`config.mk`:
```
export PLATFORM = sky130hd
export DESIGN_NAME = pdm_device_flat
export DESIGN_NICKNAME = d
export VERILOG_FILES = /design/src/verilog/pdm_pkg.sv /design/src/verilog/pdm_link_if.sv /design/src/verilog/pdm_device.sv /design/src/verilog/pdm_settle_timer.sv /design/src/flat_wrapper.sv
export SDC_FILE = /design/constraint.sdc
export NUM_CORES = 1
export LEC_CHECK = 0
export BUFFER_PORTS_ARGS = -buffer_cell sky130_fd_sc_hd__buf_2
export CORE_MARGIN = 2
export CORE_UTILIZATION = 38
export CTS_CLUSTER_SIZE = 28
export DETAILED_ROUTE_END_ITERATION = 8
export GPL_TIMING_DRIVEN = 0
export HOLD_SLACK_MARGIN = 0.06
export PLACE_DENSITY = 0.56
export RECOVER_POWER = 100
export SKIP_LAST_GASP = 1
export SYNTH_ARGS = -nofsm -noshare
export SYNTH_HDL_FRONTEND = slang
export SYNTH_HIERARCHICAL = 1
export SYNTH_SLANG_ARGS = --single-unit
```
`constraint.sdc`:
```
create_clock -name mclk_i -period 2.6 [get_ports mclk_i]
set_clock_uncertainty 0.05 [all_clocks]
set_input_delay 0.13 -clock mclk_i [delete_from_list [all_inputs] [get_ports mclk_i]]
set_output_delay 0.13 -clock mclk_i [all_outputs]
set_load 0.005 [all_outputs]
```
`src/verilog/pdm_pkg.sv`:
```
// Shared constants and types of the power-down mode controller
package pdm_pkg;
  localparam logic [1:0] SEL_STANDBY_CONTROL = 2'h0;
  localparam logic [1:0] SEL_MSTP_HIGH       = 2'h1;
  localparam logic [1:0] SEL_MSTP_LOW        = 2'h2;
  localparam logic [7:0] STANDBY_CONTROL_RST = 8'h00;
  localparam logic [7:0] MSTP_HIGH_RST       = 8'h3f;
  localparam logic [7:0] MSTP_LOW_RST        = 8'hff;
  localparam logic [7:0] MSTP_HIGH_FORCE0    = 8'hc0;
  localparam logic [7:0] MSTP_HIGH_FORCE1    = 8'h2f;
  localparam logic [7:0] MSTP_LOW_FORCE1     = 8'h6f;
  localparam logic [7:0] STANDBY_RSVD_MASK   = 8'h0f;
  localparam int STANDBY_SELECT_BIT = 7;
  localparam int STS_LSB            = 4;
  localparam int TIMER_STOP_BIT     = 4;
  localparam int SERIAL_STOP_BIT    = 7;
  localparam int USB_STOP_BIT       = 4;
  localparam logic [2:0] STS_RESERVED = 3'h6;
  localparam logic [2:0] STS_SHORT    = 3'h7;
  localparam int STS_BASE_STATES  = 8192;
  localparam int STS_SHORT_STATES = 16;
  localparam int OSC_HOLD_STATES  = 8192;
  localparam int SETTLE_W = 19;
  localparam int HOLD_W   = 16;
  typedef enum logic [5:0] {
    PDM_RUN    = 6'h01,
    PDM_SLEEP  = 6'h02,
    PDM_SWSTBY = 6'h04,
    PDM_SETTLE = 6'h08,
    PDM_RESET  = 6'h10,
    PDM_HWSTBY = 6'h20
  } pdm_mode_type;
endpackage

```
`src/verilog/pdm_link_if.sv`:
```
// Link between the CPU/pin side and the power-down controller
interface pdm_link_if;
  logic                 sleep_exec;
  logic                 reg_wr;
  logic [1:0]           reg_sel;
  logic [7:0]           reg_wdata;
  logic [7:0]           reg_rdata;
  logic                 nmi;
  logic [7:0]           ext_irq;
  logic [7:0]           ext_irq_en;
  logic                 usb_resume_irq;
  logic                 usb_resume_en;
  logic                 other_irq;
  logic                 cpu_mask;
  logic                 reset_pin_n;
  logic                 hw_standby_pin_n;
  pdm_pkg::pdm_mode_type mode;
  logic                 cpu_run;
  logic                 osc_run;
  logic                 clk_supply;
  logic                 int_exc_start;
  logic                 reset_exc_start;
  modport device (
    input  sleep_exec, reg_wr, reg_sel, reg_wdata, nmi, ext_irq, ext_irq_en,
    input  usb_resume_irq, usb_resume_en, other_irq, cpu_mask,
    input  reset_pin_n, hw_standby_pin_n,
    output reg_rdata, mode, cpu_run, osc_run, clk_supply, int_exc_start,
    output reset_exc_start
  );
  modport host (
    output sleep_exec, reg_wr, reg_sel, reg_wdata, nmi, ext_irq, ext_irq_en,
    output usb_resume_irq, usb_resume_en, other_irq, cpu_mask,
    output reset_pin_n, hw_standby_pin_n,
    input  reg_rdata, mode, cpu_run, osc_run, clk_supply, int_exc_start,
    input  reset_exc_start
  );
endinterface

```
`src/verilog/pdm_device.sv`:
```
// Power-down mode controller: sleep, standby and module stop control
// Overview of operation
// - Sleep instruction, select 0: enter sleep
// - Sleep instruction, select 1: software standby
// - Interrupt wake from software standby clears standby-select bit
// - Enabled unmasked interrupt ends sleep
// - Reset pin low in sleep: reset state
// - Standby pin low: hardware standby
// - Software standby retains all but serial
// - Wake interrupt restarts oscillator, waits, resumes
// - Masked wake interrupt keeps software standby
// - Reset pin clears software standby immediately
// - Settling code selects wait length
// - Software picks wait above oscillator settling
// - Stop bit 1 stops, 0 releases
// - Timer, serial, USB stop bit map
// - Unnamed stop bits keep their safe values
// - Retained modules keep registers, suspend
// - Serial and hardware-standby resets initialize
// - Only stopped modules halt; sleep combines
// - Reset leaves high-speed mode, fields zero
// - Reserved standby bits stay zero
// - Stop changes act after bus cycle
// - Standby pin rise with reset low
module pdm_device #(
  parameter int STS_BASE_CYCLES  = pdm_pkg::STS_BASE_STATES,
  parameter int STS_SHORT_CYCLES = pdm_pkg::STS_SHORT_STATES
) (
  input  wire logic     mclk_i,
  input  wire logic     reset_i,
  pdm_link_if.device    link,
  output logic          timer_stop_o,
  output logic          serial_stop_o,
  output logic          serial_reset_o,
  output logic          usb_stop_o,
  output logic          periph_reset_o,
  output logic          periph_halt_o
);
  import pdm_pkg::*;

  typedef struct packed {
    pdm_mode_type mode;
    logic [7:0]   standby_control;
    logic [7:0]   module_stop_control_high;
    logic [7:0]   module_stop_control_low;
    logic [7:0]   rdata;
    logic         int_exc;
    logic         reset_exc;
    logic         settle_start;
    logic         timer_stop;
    logic         serial_stop;
    logic         serial_reset;
    logic         usb_stop;
    logic         periph_reset;
    logic         periph_halt;
  } pdm_dev_state_type;

  localparam pdm_dev_state_type DEV_RST = '{
    mode:                     PDM_RUN,
    standby_control:          STANDBY_CONTROL_RST,
    module_stop_control_high: MSTP_HIGH_RST,
    module_stop_control_low:  MSTP_LOW_RST,
    rdata:                    8'h00,
    int_exc:                  1'b0,
    reset_exc:                1'b0,
    settle_start:             1'b0,
    timer_stop:               1'b1,
    serial_stop:              1'b1,
    serial_reset:             1'b1,
    usb_stop:                 1'b1,
    periph_reset:             1'b0,
    periph_halt:              1'b0
  };

  pdm_dev_state_type cur_ff;
  pdm_dev_state_type nxt_cur;
  logic              settle_done;
  logic              sleep_wake;
  logic              standby_wake;
  logic              wake_enabled;
  logic              standby_sel;
  logic              in_standby;

  pdm_settle_timer #(
    .BASE_STATES  (STS_BASE_CYCLES),
    .SHORT_STATES (STS_SHORT_CYCLES)
  ) u_settle (
    .mclk_i  (mclk_i),
    .reset_i (reset_i),
    .start_i (cur_ff.settle_start),
    .code_i  (cur_ff.standby_control[STS_LSB +: 3]),
    .done_o  (settle_done)
  );

  assign wake_enabled = |(link.ext_irq & link.ext_irq_en)
                      | (link.usb_resume_irq & link.usb_resume_en);
  assign standby_wake = link.nmi | (~link.cpu_mask & wake_enabled);
  assign sleep_wake   = link.nmi | (~link.cpu_mask & (wake_enabled | link.other_irq));
  assign standby_sel  = cur_ff.standby_control[STANDBY_SELECT_BIT];

  always_comb begin
    nxt_cur              = cur_ff;
    nxt_cur.int_exc      = 1'b0;
    nxt_cur.reset_exc    = 1'b0;
    nxt_cur.settle_start = 1'b0;
    if (!link.hw_standby_pin_n) begin
      // Standby pin wins from any mode
      nxt_cur.mode = PDM_HWSTBY;
    end else if (!link.reset_pin_n) begin
      // Reset pin low enters reset state
      nxt_cur.mode = PDM_RESET;
    end else begin
      case (cur_ff.mode)
        PDM_RUN: begin
          if (link.sleep_exec) begin
            nxt_cur.mode = standby_sel ? PDM_SWSTBY : PDM_SLEEP;
          end
        end
        PDM_SLEEP: begin
          if (sleep_wake) begin
            nxt_cur.mode    = PDM_RUN;
            nxt_cur.int_exc = 1'b1;
          end
        end
        PDM_SWSTBY: begin
          // Restart oscillator and start the wait
          if (standby_wake) begin
            nxt_cur.mode         = PDM_SETTLE;
            nxt_cur.settle_start = 1'b1;
          end
        end
        PDM_SETTLE: begin
          if (settle_done) begin
            nxt_cur.mode    = PDM_RUN;
            nxt_cur.int_exc = 1'b1;
          end
        end
        PDM_RESET: begin
          nxt_cur.mode      = PDM_RUN;
          nxt_cur.reset_exc = 1'b1;
        end
        PDM_HWSTBY: begin
          nxt_cur.mode = PDM_RESET;
        end
        default: begin
          nxt_cur.mode = PDM_RESET;
        end
      endcase
    end

    // Reset and hardware standby restore defaults
    if (nxt_cur.mode == PDM_RESET || nxt_cur.mode == PDM_HWSTBY) begin
      nxt_cur.standby_control          = STANDBY_CONTROL_RST;
      nxt_cur.module_stop_control_high = MSTP_HIGH_RST;
      nxt_cur.module_stop_control_low  = MSTP_LOW_RST;
    end else if (cur_ff.mode == PDM_RUN && link.reg_wr) begin
      // Written stop bits reach the stop outputs one cycle later
      case (link.reg_sel)
        SEL_STANDBY_CONTROL: nxt_cur.standby_control = link.reg_wdata;
        SEL_MSTP_HIGH:       nxt_cur.module_stop_control_high = link.reg_wdata;
        SEL_MSTP_LOW:        nxt_cur.module_stop_control_low = link.reg_wdata;
        default:             nxt_cur.standby_control = cur_ff.standby_control;
      endcase
    end

    case (cur_ff.mode == PDM_RUN ? link.reg_sel : 2'h3)
      SEL_STANDBY_CONTROL: nxt_cur.rdata = cur_ff.standby_control;
      SEL_MSTP_HIGH:       nxt_cur.rdata = cur_ff.module_stop_control_high;
      SEL_MSTP_LOW:        nxt_cur.rdata = cur_ff.module_stop_control_low;
      default:             nxt_cur.rdata = cur_ff.rdata;
    endcase

    in_standby = (cur_ff.mode == PDM_SWSTBY) || (cur_ff.mode == PDM_SETTLE)
              || (cur_ff.mode == PDM_HWSTBY);
    // Registered one cycle after the write
    nxt_cur.timer_stop   = cur_ff.module_stop_control_high[TIMER_STOP_BIT] | in_standby;
    nxt_cur.usb_stop     = cur_ff.module_stop_control_low[USB_STOP_BIT] | in_standby;
    nxt_cur.serial_stop  = cur_ff.module_stop_control_low[SERIAL_STOP_BIT] | in_standby;
    // Serial reset in stop and standby
    nxt_cur.serial_reset = nxt_cur.serial_stop;
    // All peripherals reset in hardware standby
    nxt_cur.periph_reset = (cur_ff.mode == PDM_HWSTBY) || (cur_ff.mode == PDM_RESET);
    nxt_cur.periph_halt  = in_standby;
  end

  always_ff @(posedge mclk_i or posedge reset_i) begin
    if (reset_i) begin
      cur_ff <= DEV_RST;
    end else begin
      cur_ff <= nxt_cur;
    end
  end

  assign link.reg_rdata       = cur_ff.rdata;
  assign link.mode            = cur_ff.mode;
  assign link.cpu_run         = (cur_ff.mode == PDM_RUN);
  assign link.osc_run         = ~(cur_ff.mode == PDM_SWSTBY || cur_ff.mode == PDM_HWSTBY);
  // Clocks gated while the oscillator settles
  assign link.clk_supply      = (cur_ff.mode == PDM_RUN) || (cur_ff.mode == PDM_SLEEP)
                             || (cur_ff.mode == PDM_RESET);
  assign link.int_exc_start   = cur_ff.int_exc;
  assign link.reset_exc_start = cur_ff.reset_exc;
  assign timer_stop_o         = cur_ff.timer_stop;
  assign serial_stop_o        = cur_ff.serial_stop;
  assign serial_reset_o       = cur_ff.serial_reset;
  assign usb_stop_o           = cur_ff.usb_stop;
  assign periph_reset_o       = cur_ff.periph_reset;
  assign periph_halt_o        = cur_ff.periph_halt;
endmodule

```
`src/verilog/pdm_settle_timer.sv`:
```
// Oscillation settling wait counter
module pdm_settle_timer #(
  parameter int BASE_STATES  = pdm_pkg::STS_BASE_STATES,
  parameter int SHORT_STATES = pdm_pkg::STS_SHORT_STATES
) (
  input  wire logic       mclk_i,
  input  wire logic       reset_i,
  input  wire logic       start_i,
  input  wire logic [2:0] code_i,
  output logic            done_o
);
  import pdm_pkg::*;

  typedef struct packed {
    logic                busy;
    logic                done;
    logic [SETTLE_W-1:0] count;
    logic [SETTLE_W-1:0] target;
  } pdm_settle_state_type;

  pdm_settle_state_type cur_ff;
  pdm_settle_state_type nxt_cur;

  function automatic logic [SETTLE_W-1:0] settle_target(input logic [2:0] code);
    logic [SETTLE_W-1:0] t;
    t = SETTLE_W'(BASE_STATES) << code;
    // Reserved code gets the longest wait, never a short one
    if (code == STS_RESERVED) t = SETTLE_W'(BASE_STATES) << 5;
    if (code == STS_SHORT) t = SETTLE_W'(SHORT_STATES);
    return t;
  endfunction

  always_comb begin
    nxt_cur      = cur_ff;
    nxt_cur.done = 1'b0;
    if (start_i) begin
      nxt_cur.busy   = 1'b1;
      nxt_cur.count  = SETTLE_W'(1);
      nxt_cur.target = settle_target(code_i);
    end else if (cur_ff.busy) begin
      if (cur_ff.count == cur_ff.target) begin
        nxt_cur.busy = 1'b0;
        nxt_cur.done = 1'b1;
      end else begin
        nxt_cur.count = cur_ff.count + SETTLE_W'(1);
      end
    end
  end

  always_ff @(posedge mclk_i or posedge reset_i) begin
    if (reset_i) begin
      cur_ff <= '0;
    end else begin
      cur_ff <= nxt_cur;
    end
  end

  assign done_o = cur_ff.done;
endmodule
```
`src/flat_wrapper.sv`:
```
// flat-port wrapper written by rule: the top's interface ports become plain ports
module pdm_device_flat import pdm_pkg::*;
#(
  parameter int STS_BASE_CYCLES  = pdm_pkg::STS_BASE_STATES,
  parameter int STS_SHORT_CYCLES = pdm_pkg::STS_SHORT_STATES
)
  (mclk_i, reset_i, timer_stop_o, serial_stop_o, serial_reset_o, usb_stop_o, periph_reset_o, periph_halt_o, link_sleep_exec, link_reg_wr, link_reg_sel, link_reg_wdata, link_nmi, link_ext_irq, link_ext_irq_en, link_usb_resume_irq, link_usb_resume_en, link_other_irq, link_cpu_mask, link_reset_pin_n, link_hw_standby_pin_n, link_reg_rdata, link_mode, link_cpu_run, link_osc_run, link_clk_supply, link_int_exc_start, link_reset_exc_start);
  pdm_link_if link_i ();
  input  wire logic mclk_i;
  input  wire logic reset_i;
  output logic timer_stop_o;
  output logic serial_stop_o;
  output logic serial_reset_o;
  output logic usb_stop_o;
  output logic periph_reset_o;
  output logic periph_halt_o;
  input wire logic [$bits(link_i.sleep_exec)-1:0] link_sleep_exec;
  input wire logic [$bits(link_i.reg_wr)-1:0] link_reg_wr;
  input wire logic [$bits(link_i.reg_sel)-1:0] link_reg_sel;
  input wire logic [$bits(link_i.reg_wdata)-1:0] link_reg_wdata;
  input wire logic [$bits(link_i.nmi)-1:0] link_nmi;
  input wire logic [$bits(link_i.ext_irq)-1:0] link_ext_irq;
  input wire logic [$bits(link_i.ext_irq_en)-1:0] link_ext_irq_en;
  input wire logic [$bits(link_i.usb_resume_irq)-1:0] link_usb_resume_irq;
  input wire logic [$bits(link_i.usb_resume_en)-1:0] link_usb_resume_en;
  input wire logic [$bits(link_i.other_irq)-1:0] link_other_irq;
  input wire logic [$bits(link_i.cpu_mask)-1:0] link_cpu_mask;
  input wire logic [$bits(link_i.reset_pin_n)-1:0] link_reset_pin_n;
  input wire logic [$bits(link_i.hw_standby_pin_n)-1:0] link_hw_standby_pin_n;
  output wire logic [$bits(link_i.reg_rdata)-1:0] link_reg_rdata;
  output wire logic [$bits(link_i.mode)-1:0] link_mode;
  output wire logic [$bits(link_i.cpu_run)-1:0] link_cpu_run;
  output wire logic [$bits(link_i.osc_run)-1:0] link_osc_run;
  output wire logic [$bits(link_i.clk_supply)-1:0] link_clk_supply;
  output wire logic [$bits(link_i.int_exc_start)-1:0] link_int_exc_start;
  output wire logic [$bits(link_i.reset_exc_start)-1:0] link_reset_exc_start;
  assign link_i.sleep_exec = link_sleep_exec;
  assign link_i.reg_wr = link_reg_wr;
  assign link_i.reg_sel = link_reg_sel;
  assign link_i.reg_wdata = link_reg_wdata;
  assign link_i.nmi = link_nmi;
  assign link_i.ext_irq = link_ext_irq;
  assign link_i.ext_irq_en = link_ext_irq_en;
  assign link_i.usb_resume_irq = link_usb_resume_irq;
  assign link_i.usb_resume_en = link_usb_resume_en;
  assign link_i.other_irq = link_other_irq;
  assign link_i.cpu_mask = link_cpu_mask;
  assign link_i.reset_pin_n = link_reset_pin_n;
  assign link_i.hw_standby_pin_n = link_hw_standby_pin_n;
  assign link_reg_rdata = link_i.reg_rdata;
  assign link_mode = link_i.mode;
  assign link_cpu_run = link_i.cpu_run;
  assign link_osc_run = link_i.osc_run;
  assign link_clk_supply = link_i.clk_supply;
  assign link_int_exc_start = link_i.int_exc_start;
  assign link_reset_exc_start = link_i.reset_exc_start;
  pdm_device #(.STS_BASE_CYCLES(STS_BASE_CYCLES), .STS_SHORT_CYCLES(STS_SHORT_CYCLES)) u_core (.mclk_i(mclk_i), .reset_i(reset_i), .link(link_i), .timer_stop_o(timer_stop_o), .serial_stop_o(serial_stop_o), .serial_reset_o(serial_reset_o), .usb_stop_o(usb_stop_o), .periph_reset_o(periph_reset_o), .periph_halt_o(periph_halt_o));
endmodule
```
== After elaboration in Yosys (flattened, before gate mapping) ==
Cells that the tools add are included.

* $add $sub $neg: 1
* Eq/ne operators: 16
* Shifts and indexed selects: 1
* Muxes and demuxes: 31
* Bitwise gates (word level): 13
* Reductions and logical operators: 21

{| class="wikitable"
|+ Operator list
! kind !! number
|-
| 19-bit two-way mux || 4
|-
| 24-bit two-way mux || 2
|-
| 6-bit two-way mux || 6
|-
| 6-bit case mux with 5 select lines || 1
|-
| 8-bit two-way mux || 3
|-
| 8-bit case mux with 3 select lines || 1
|-
| 21-bit two-way mux || 1
|-
| 19-bit by 1-bit adder with 19-bit output, second input constant || 1
|-
| 19-bit equality test || 1
|-
| 14-bit by 3-bit left shift with 19-bit output, first input constant || 1
|-
| 6-bit by 5-bit equality test with 1-bit output, second input constant || 2
|-
| 6-bit equality test, second input constant || 2
|-
| 2-bit nonzero test || 5
|-
| 3-bit two-way mux || 3
|-
| 8-bit AND || 1
|-
| 2-bit AND reduction || 4
|-
| 8-bit OR reduction || 1
|-
| 1-bit logical OR || 7
|-
| 1-bit two-way mux || 7
|-
| 1-bit bitwise OR || 7
|-
| 3-bit equality test, second input constant || 2
|-
| 6-bit by 1-bit equality test with 1-bit output, second input constant || 1
|-
| 6-bit by 2-bit equality test with 1-bit output, second input constant || 1
|-
| 6-bit by 3-bit equality test with 1-bit output, second input constant || 1
|-
| 11 further kinds || 18
|}

* Register bits after elaboration: 86
* Input bits: 37
* Output and inout bits: 25

== Depth between registers and ports, before layout ==
* Depth after elaboration: 14
* Mapped depth: 14
* Depth with buffers taken out: 10

== Cells and area by module ==
Netlist, hierarchy kept.

{| class="wikitable"
|+ Modules (own cells, without submodules)
! module !! times used !! cells each !! area an instance (um^2) !! seq. area each (um^2)
|-
| pdm_device || 1 || 237 || 2441.1 || 1173.6
|-
| pdm_settle_timer || 1 || 146 || 1456.4 || 700.7
|}

== Worst setup path after synthesis ==
OpenSTA, ideal clock, no wires.

* Path kind: reg2reg
* From: reg u_core.cur_ff (netlist bit u_core/link.mode[5])
* To: reg u_core.cur_ff (netlist bit u_core/link.reg_rdata[1])
* Arrival: 2.561 ns
* Data required time: 2.414 ns
* Setup slack: -0.147 ns
* Stages on the path, launching flop included: 13
* Buffers on the path: 4
* Path through: dfrtp_1 -> buf_6 -> or4_4 -> buf_6 -> or2_2 -> buf_2 -> inv_1 -> nand2_1 -> ha_1 -> clkbuf_1 -> nand2_1 -> o21ai_0 -> o21ai_0

* Cells in the longest elaborated chain, start to end: 4
* Elaborated cells between the ends (all ways): 7
* Those cells by class: 3 x eq/ne; 2 x mux; 2 x reduce/logical

{| class="wikitable"
|+ RTL lines
! element !! RTL line !! text
|-
| from (decl) || pdm_device.sv:75 || <nowiki>pdm_dev_state_type cur_ff;</nowiki>
|-
| from (signal assigned) || pdm_device.sv:190 || <nowiki>cur_ff <= nxt_cur;</nowiki>
|-
| 6-bit by 1-bit equality test with 1-bit output * || n/a ||
|-
| named net link_cpu_run || flat_wrapper.sv:32 || <nowiki>output wire logic [$bits(link_i.cpu_run)-1:0] link_cpu_run;</nowiki>
|-
| 2-bit two-way mux * || pdm_device.sv:166 || <nowiki>case (cur_ff.mode == PDM_RUN ? link.reg_sel : 2'h3)</nowiki>
|-
| 2-bit equality test (tied with other cells) || pdm_device.sv:166 ||
|-
| 8-bit case mux with 3 select lines / 3-bit nonzero test (equally long branches) || n/a ||
|}

Mark *: on every way through the listed nets, which the timed path passes. The rest lies on a longest branch.
A chain may end at the register's enable or synchronous reset.

== Final worst setup path ==
* From: reg u_core.cur_ff (netlist bit u_core/link.mode[5])
* To: reg u_core/cur_ff[32] in the netlist's numbering

* Cells in the longest elaborated chain, start to end: 8
* Elaborated cells between the ends (all ways): 20
* Those cells by class: 7 x eq/ne; 8 x mux; 5 x reduce/logical

{| class="wikitable"
|+ RTL lines
! element !! RTL line !! text
|-
| 6-bit by 5-bit equality test with 1-bit output (tied with other cells) || pdm_device.sv:113 || <nowiki>case (cur_ff.mode)</nowiki>
|-
| 6-bit case mux with 5 select lines || pdm_device.sv:113 ||
|-
| 6-bit two-way mux || pdm_device.sv:109 || <nowiki>end else if (!link.reset_pin_n) begin</nowiki>
|-
| 6-bit two-way mux || pdm_device.sv:106 || <nowiki>if (!link.hw_standby_pin_n) begin</nowiki>
|-
| 6-bit by 5-bit equality test with 1-bit output / 6-bit equality test (equally long branches) || pdm_device.sv:152 || <nowiki>if (nxt_cur.mode == PDM_RESET || nxt_cur.mode == PDM_HWSTBY) begin</nowiki>
|-
| 1-bit logical OR || pdm_device.sv:152 ||
|-
| 2-bit nonzero test (no line) || n/a ||
|-
| 2-bit AND reduction (no line) || n/a ||
|}

Several ways; a longest one is shown, not always the timed one.

==> summary.md <==
| Metric | Value |
|---|---|
| Status | completed |
| CP Data Required Time | ~2800 ps |
| Leakage dissipation | 2.11 nW |
| Final hold violations | 0 |
| Finished Cell Area | 4730 um2 |
| Ant. Diodes | 0 |
| CP max FO | 8 |
| Post-Layout Cell Count | approximately 610 |
| Initial Util | 39.5% |
| RD Place Congestion | 0.793 |
| Cell Pwr Density | about 460 nW/um2 |
| Mapped Area | 3900 um2 |
| Worst IR Drop VDD | roughly 0.21 mV |
| Nets | 513 |
| Net count after synthesis | 425 |
| First-pass GRT wire length | between 10000 and 15000 um |
| H-tree Lvls | 3 |
| Final Routed Wirelength | 8640 um |
| Chip Width | roughly 110 um |
| Final ANT Viol Nets | 0 |
| Cells along the critical path | buf_6, or4_4, buf_4, nor4_4, mux2i_1, nor2_1 |
| Final Util | a little under half |
| Grt ovf | 0 |
| Ys Warns | 6 |
| GR Util All Layers | around 17% |
| Post-synth top area share | a little over a third |
| DP Worst Slack | -283 ps |
| Chip height | ~110 um |
| Asr flop ratio synth | 100% |
| Drt wl/cell | ~14 um |
| Endpoints failing setup | 0 |
| Clock share of power | 39.6% |
| Hpwl dp | around 6200 um |
| Switching power | between 500 and 600 uW |
| Logic gate share of total power | about 6.9% |
| Fin Hold WS | roughly 83 ps |
| Crit start category | flop |
| Port bufs | roughly 60 |
| Unique masters post-synth | 55 |
| Max clock buf depth | 2 |
| Clock slew at reported path FFs | around 80 ps |
| Period utilization | 95.4% |
| Post-route DRC | 0 |
| Full die area | 11100 um2 |
| Cell taking the most area after synthesis | dfrtp_1 |
| Internal | around 1.7 mW |
| Slew @ Worst Pin | 1080 ps |
| Clk root buf | clkbuf_8 |
| Post-place instance area | roughly 4400 um2 |
| Vias per inst | 4.91 |
| Final worst slack | between 100 and 150 ps |
| Antenna violations before repair | 0 |
| HP Class | input pin to flop |
| Share of post-route cells with drive strength above 1 | just under 30% |
| CTS tree | built |
| Vias | between 2000 and 3000 |
| DRT iter0 DRCs | 87 |
| Crit. End Element | flop |
| Vias in the first global route | 3010 |
| Synth Flop Type | dfrtp_1 |
| Worst slew margin relative to its limit | between 20% and 30% |
| Std-Cell Rows | 36 |
| Fin crit period | ~2500 ps |
| RSZ-0062 raised after global routing | no |
| Part of the power in registers | ~54% |
| Placed insts | about 580 |
| Clock Sinks | 74 |
| Pins Over Slew Limit | 0 |
| Mean Syn Cell Area | between 10 and 15 um2 |
| Largest cells by area after synthesis | dfrtp_1 (36%), dfstp_2 (12%), mux2i_1 (6.4%) |
| Synth-to-Final Area Change | 21.4% |
| Setup CP Type | flop to flop |
| Crit path max-delay cell type | nor4_4 |
| CTS Buf Count | 9 |
| #FFs+latches synth | 74 |
| Largest net degree at the start of global routing | 39 |
| Pre-antenna DRT Iters | 4 |
| Max_cap viols | 0 |
| Fillers | 976 |
| CP max stage delay | roughly 720 ps |
| Clock Latency Late Sink | 340 ps |
| Ports | between 60 and 70 |
| Arr. time, crit path | 2670 ps |
| Post-synth EDFFs | 0 |
| Fmax | 403 MHz |
| Gate Count Post-Synth | roughly 380 |
| Core area | slightly below 10000 um2 |
| Register area share after synthesis | about half |
| Switching Share | a little under a quarter |
## worst max-delay path, delay by kind of cell (launching register included)
kind,cells,cell delay (ps)
DFF,1,390
and+or+nand+nor,3,1340
muxes,1,270
buffers and inverters,2,330
## timing repair
action | 4_1_cts | 5_1_grt
setup endpoints to repair | 8 | 8
hold buffers | 12 | 0
setup buffers | 4 | 2
endpoints found under the hold margin | 75 | 0
gates resized for setup | 13 | 7
pin swaps | 2 | 3
## sequential cells by signal, indices dropped and copies added (netlist names), 6 cells and up
register                flops
u_core/cur_ff              25
u_core/link.reg_rdata       8
u_core/link.mode            6
u_core/u_settle/cur_ff     27
## per-stage QoR
step	TNS, ps	power (mW)
finish	0	2.18
global route	0	2.29
CTS	-5.01	2.22
detailed placement	-1770	1.33
global placement	-1570	1.33
floorplan	0	1.27
## power groups by stage
stage          sequential (mW)  clock (mW)  combinational [mW]
2_1_floorplan             1.19           0              0.0774
3_3_place_gp              1.19           0               0.140
3_5_place_dp              1.19           0               0.145
4_1_cts                   1.17       0.893               0.160
5_1_grt                   1.17       0.951               0.171
6_report                  1.17       0.864               0.151
## placed cells by master (no fill, tap or decap), types with 15 or more instances in the layout
master / count
mux2i_1: 25
dfrtp_1: 56
o21ai_0: 16
clkbuf_4: 15
nor2_1: 37
dfstp_2: 16
inv_1: 16
xor2_1: 18
nand2_1: 43
buf_2: 57
## kinds of logic after synthesis
family	after synthesis	share of synthesized area, %
simple gates	146	20.3
flops	74	48.1
compound gates	54	9.47
buf+inv	49	7.09
mux	28	7.38
xor+xnor	27	6.07
fa+ha+maj	5	1.61
## routing by layer
metal	part of all wire (%)	global-route usage, %	routed length (um)	up-vias
met4	0.94	6.29	81	0
met5	0	0	0	-
met2	49	26.7	4200	58
li1	-	-	-	1480
met3	3.5	3.46	305	6
met1	47	22.0	4050	1445
## path summary, 6_finish.rpt
path | slack, ps | from | endpoint | cells past startpoint
worst min-delay path | 80 | link_cpu_mask | u_core/link.mode[2] | 3
worst min register to register | 430 | u_core/link.reg_rdata[0] | u_core/link.reg_rdata[0] | 2
max in group asynchronous | 1050 | reset_i | u_core/link.reg_rdata[0] | 4
worst max-delay path | 120 | u_core/link.mode[5] | u_core/cur_ff[32] | 6
min in group asynchronous | 230 | reset_i | u_core/link.reset_exc_start | 3
worst max register to register | 120 | u_core/link.mode[5] | u_core/cur_ff[32] | 6
## Yosys cell counts (2+ instances only)
cell      number
a21oi_1        5
a22oi_1       12
a31oi_1        3
and3_1         2
buf_2          2
buf_4         16
buf_6          4
clkbuf_1       8
dfrtp_1       56
dfstp_2       18
ha_1           5
inv_1         18
mux2i_1       25
nand2_1       44
nand2b_1       6
nand3_1       11
nand4_1        8
nor2_1        37
nor2b_1        4
nor3_1         7
nor3b_1        2
nor4_1         2
nor4_4         4
o211ai_1       2
o21ai_0       20
o22ai_1        2
o32ai_1        2
or2_2          5
or3_1          2
xnor2_1        9
xor2_1        18
## area by class of cell
class / count / area (um2) / share of cell area, %
Buffer: 28 / 210 / 4.44
Clock buffer: 10 / 128 / 2.70
Clock inverter: 6 / 58.8 / 1.24
Inverter: 18 / 67.6 / 1.43
Multi-Input combinational cell: 260 / 1760 / 37.1
Sequential cell: 74 / 1870 / 39.6
Tap cell: 133 / 166 / 3.52
Timing Repair Buffer: 80 / 469 / 9.92
No activity file was read; power rests on OpenSTA's default activity.
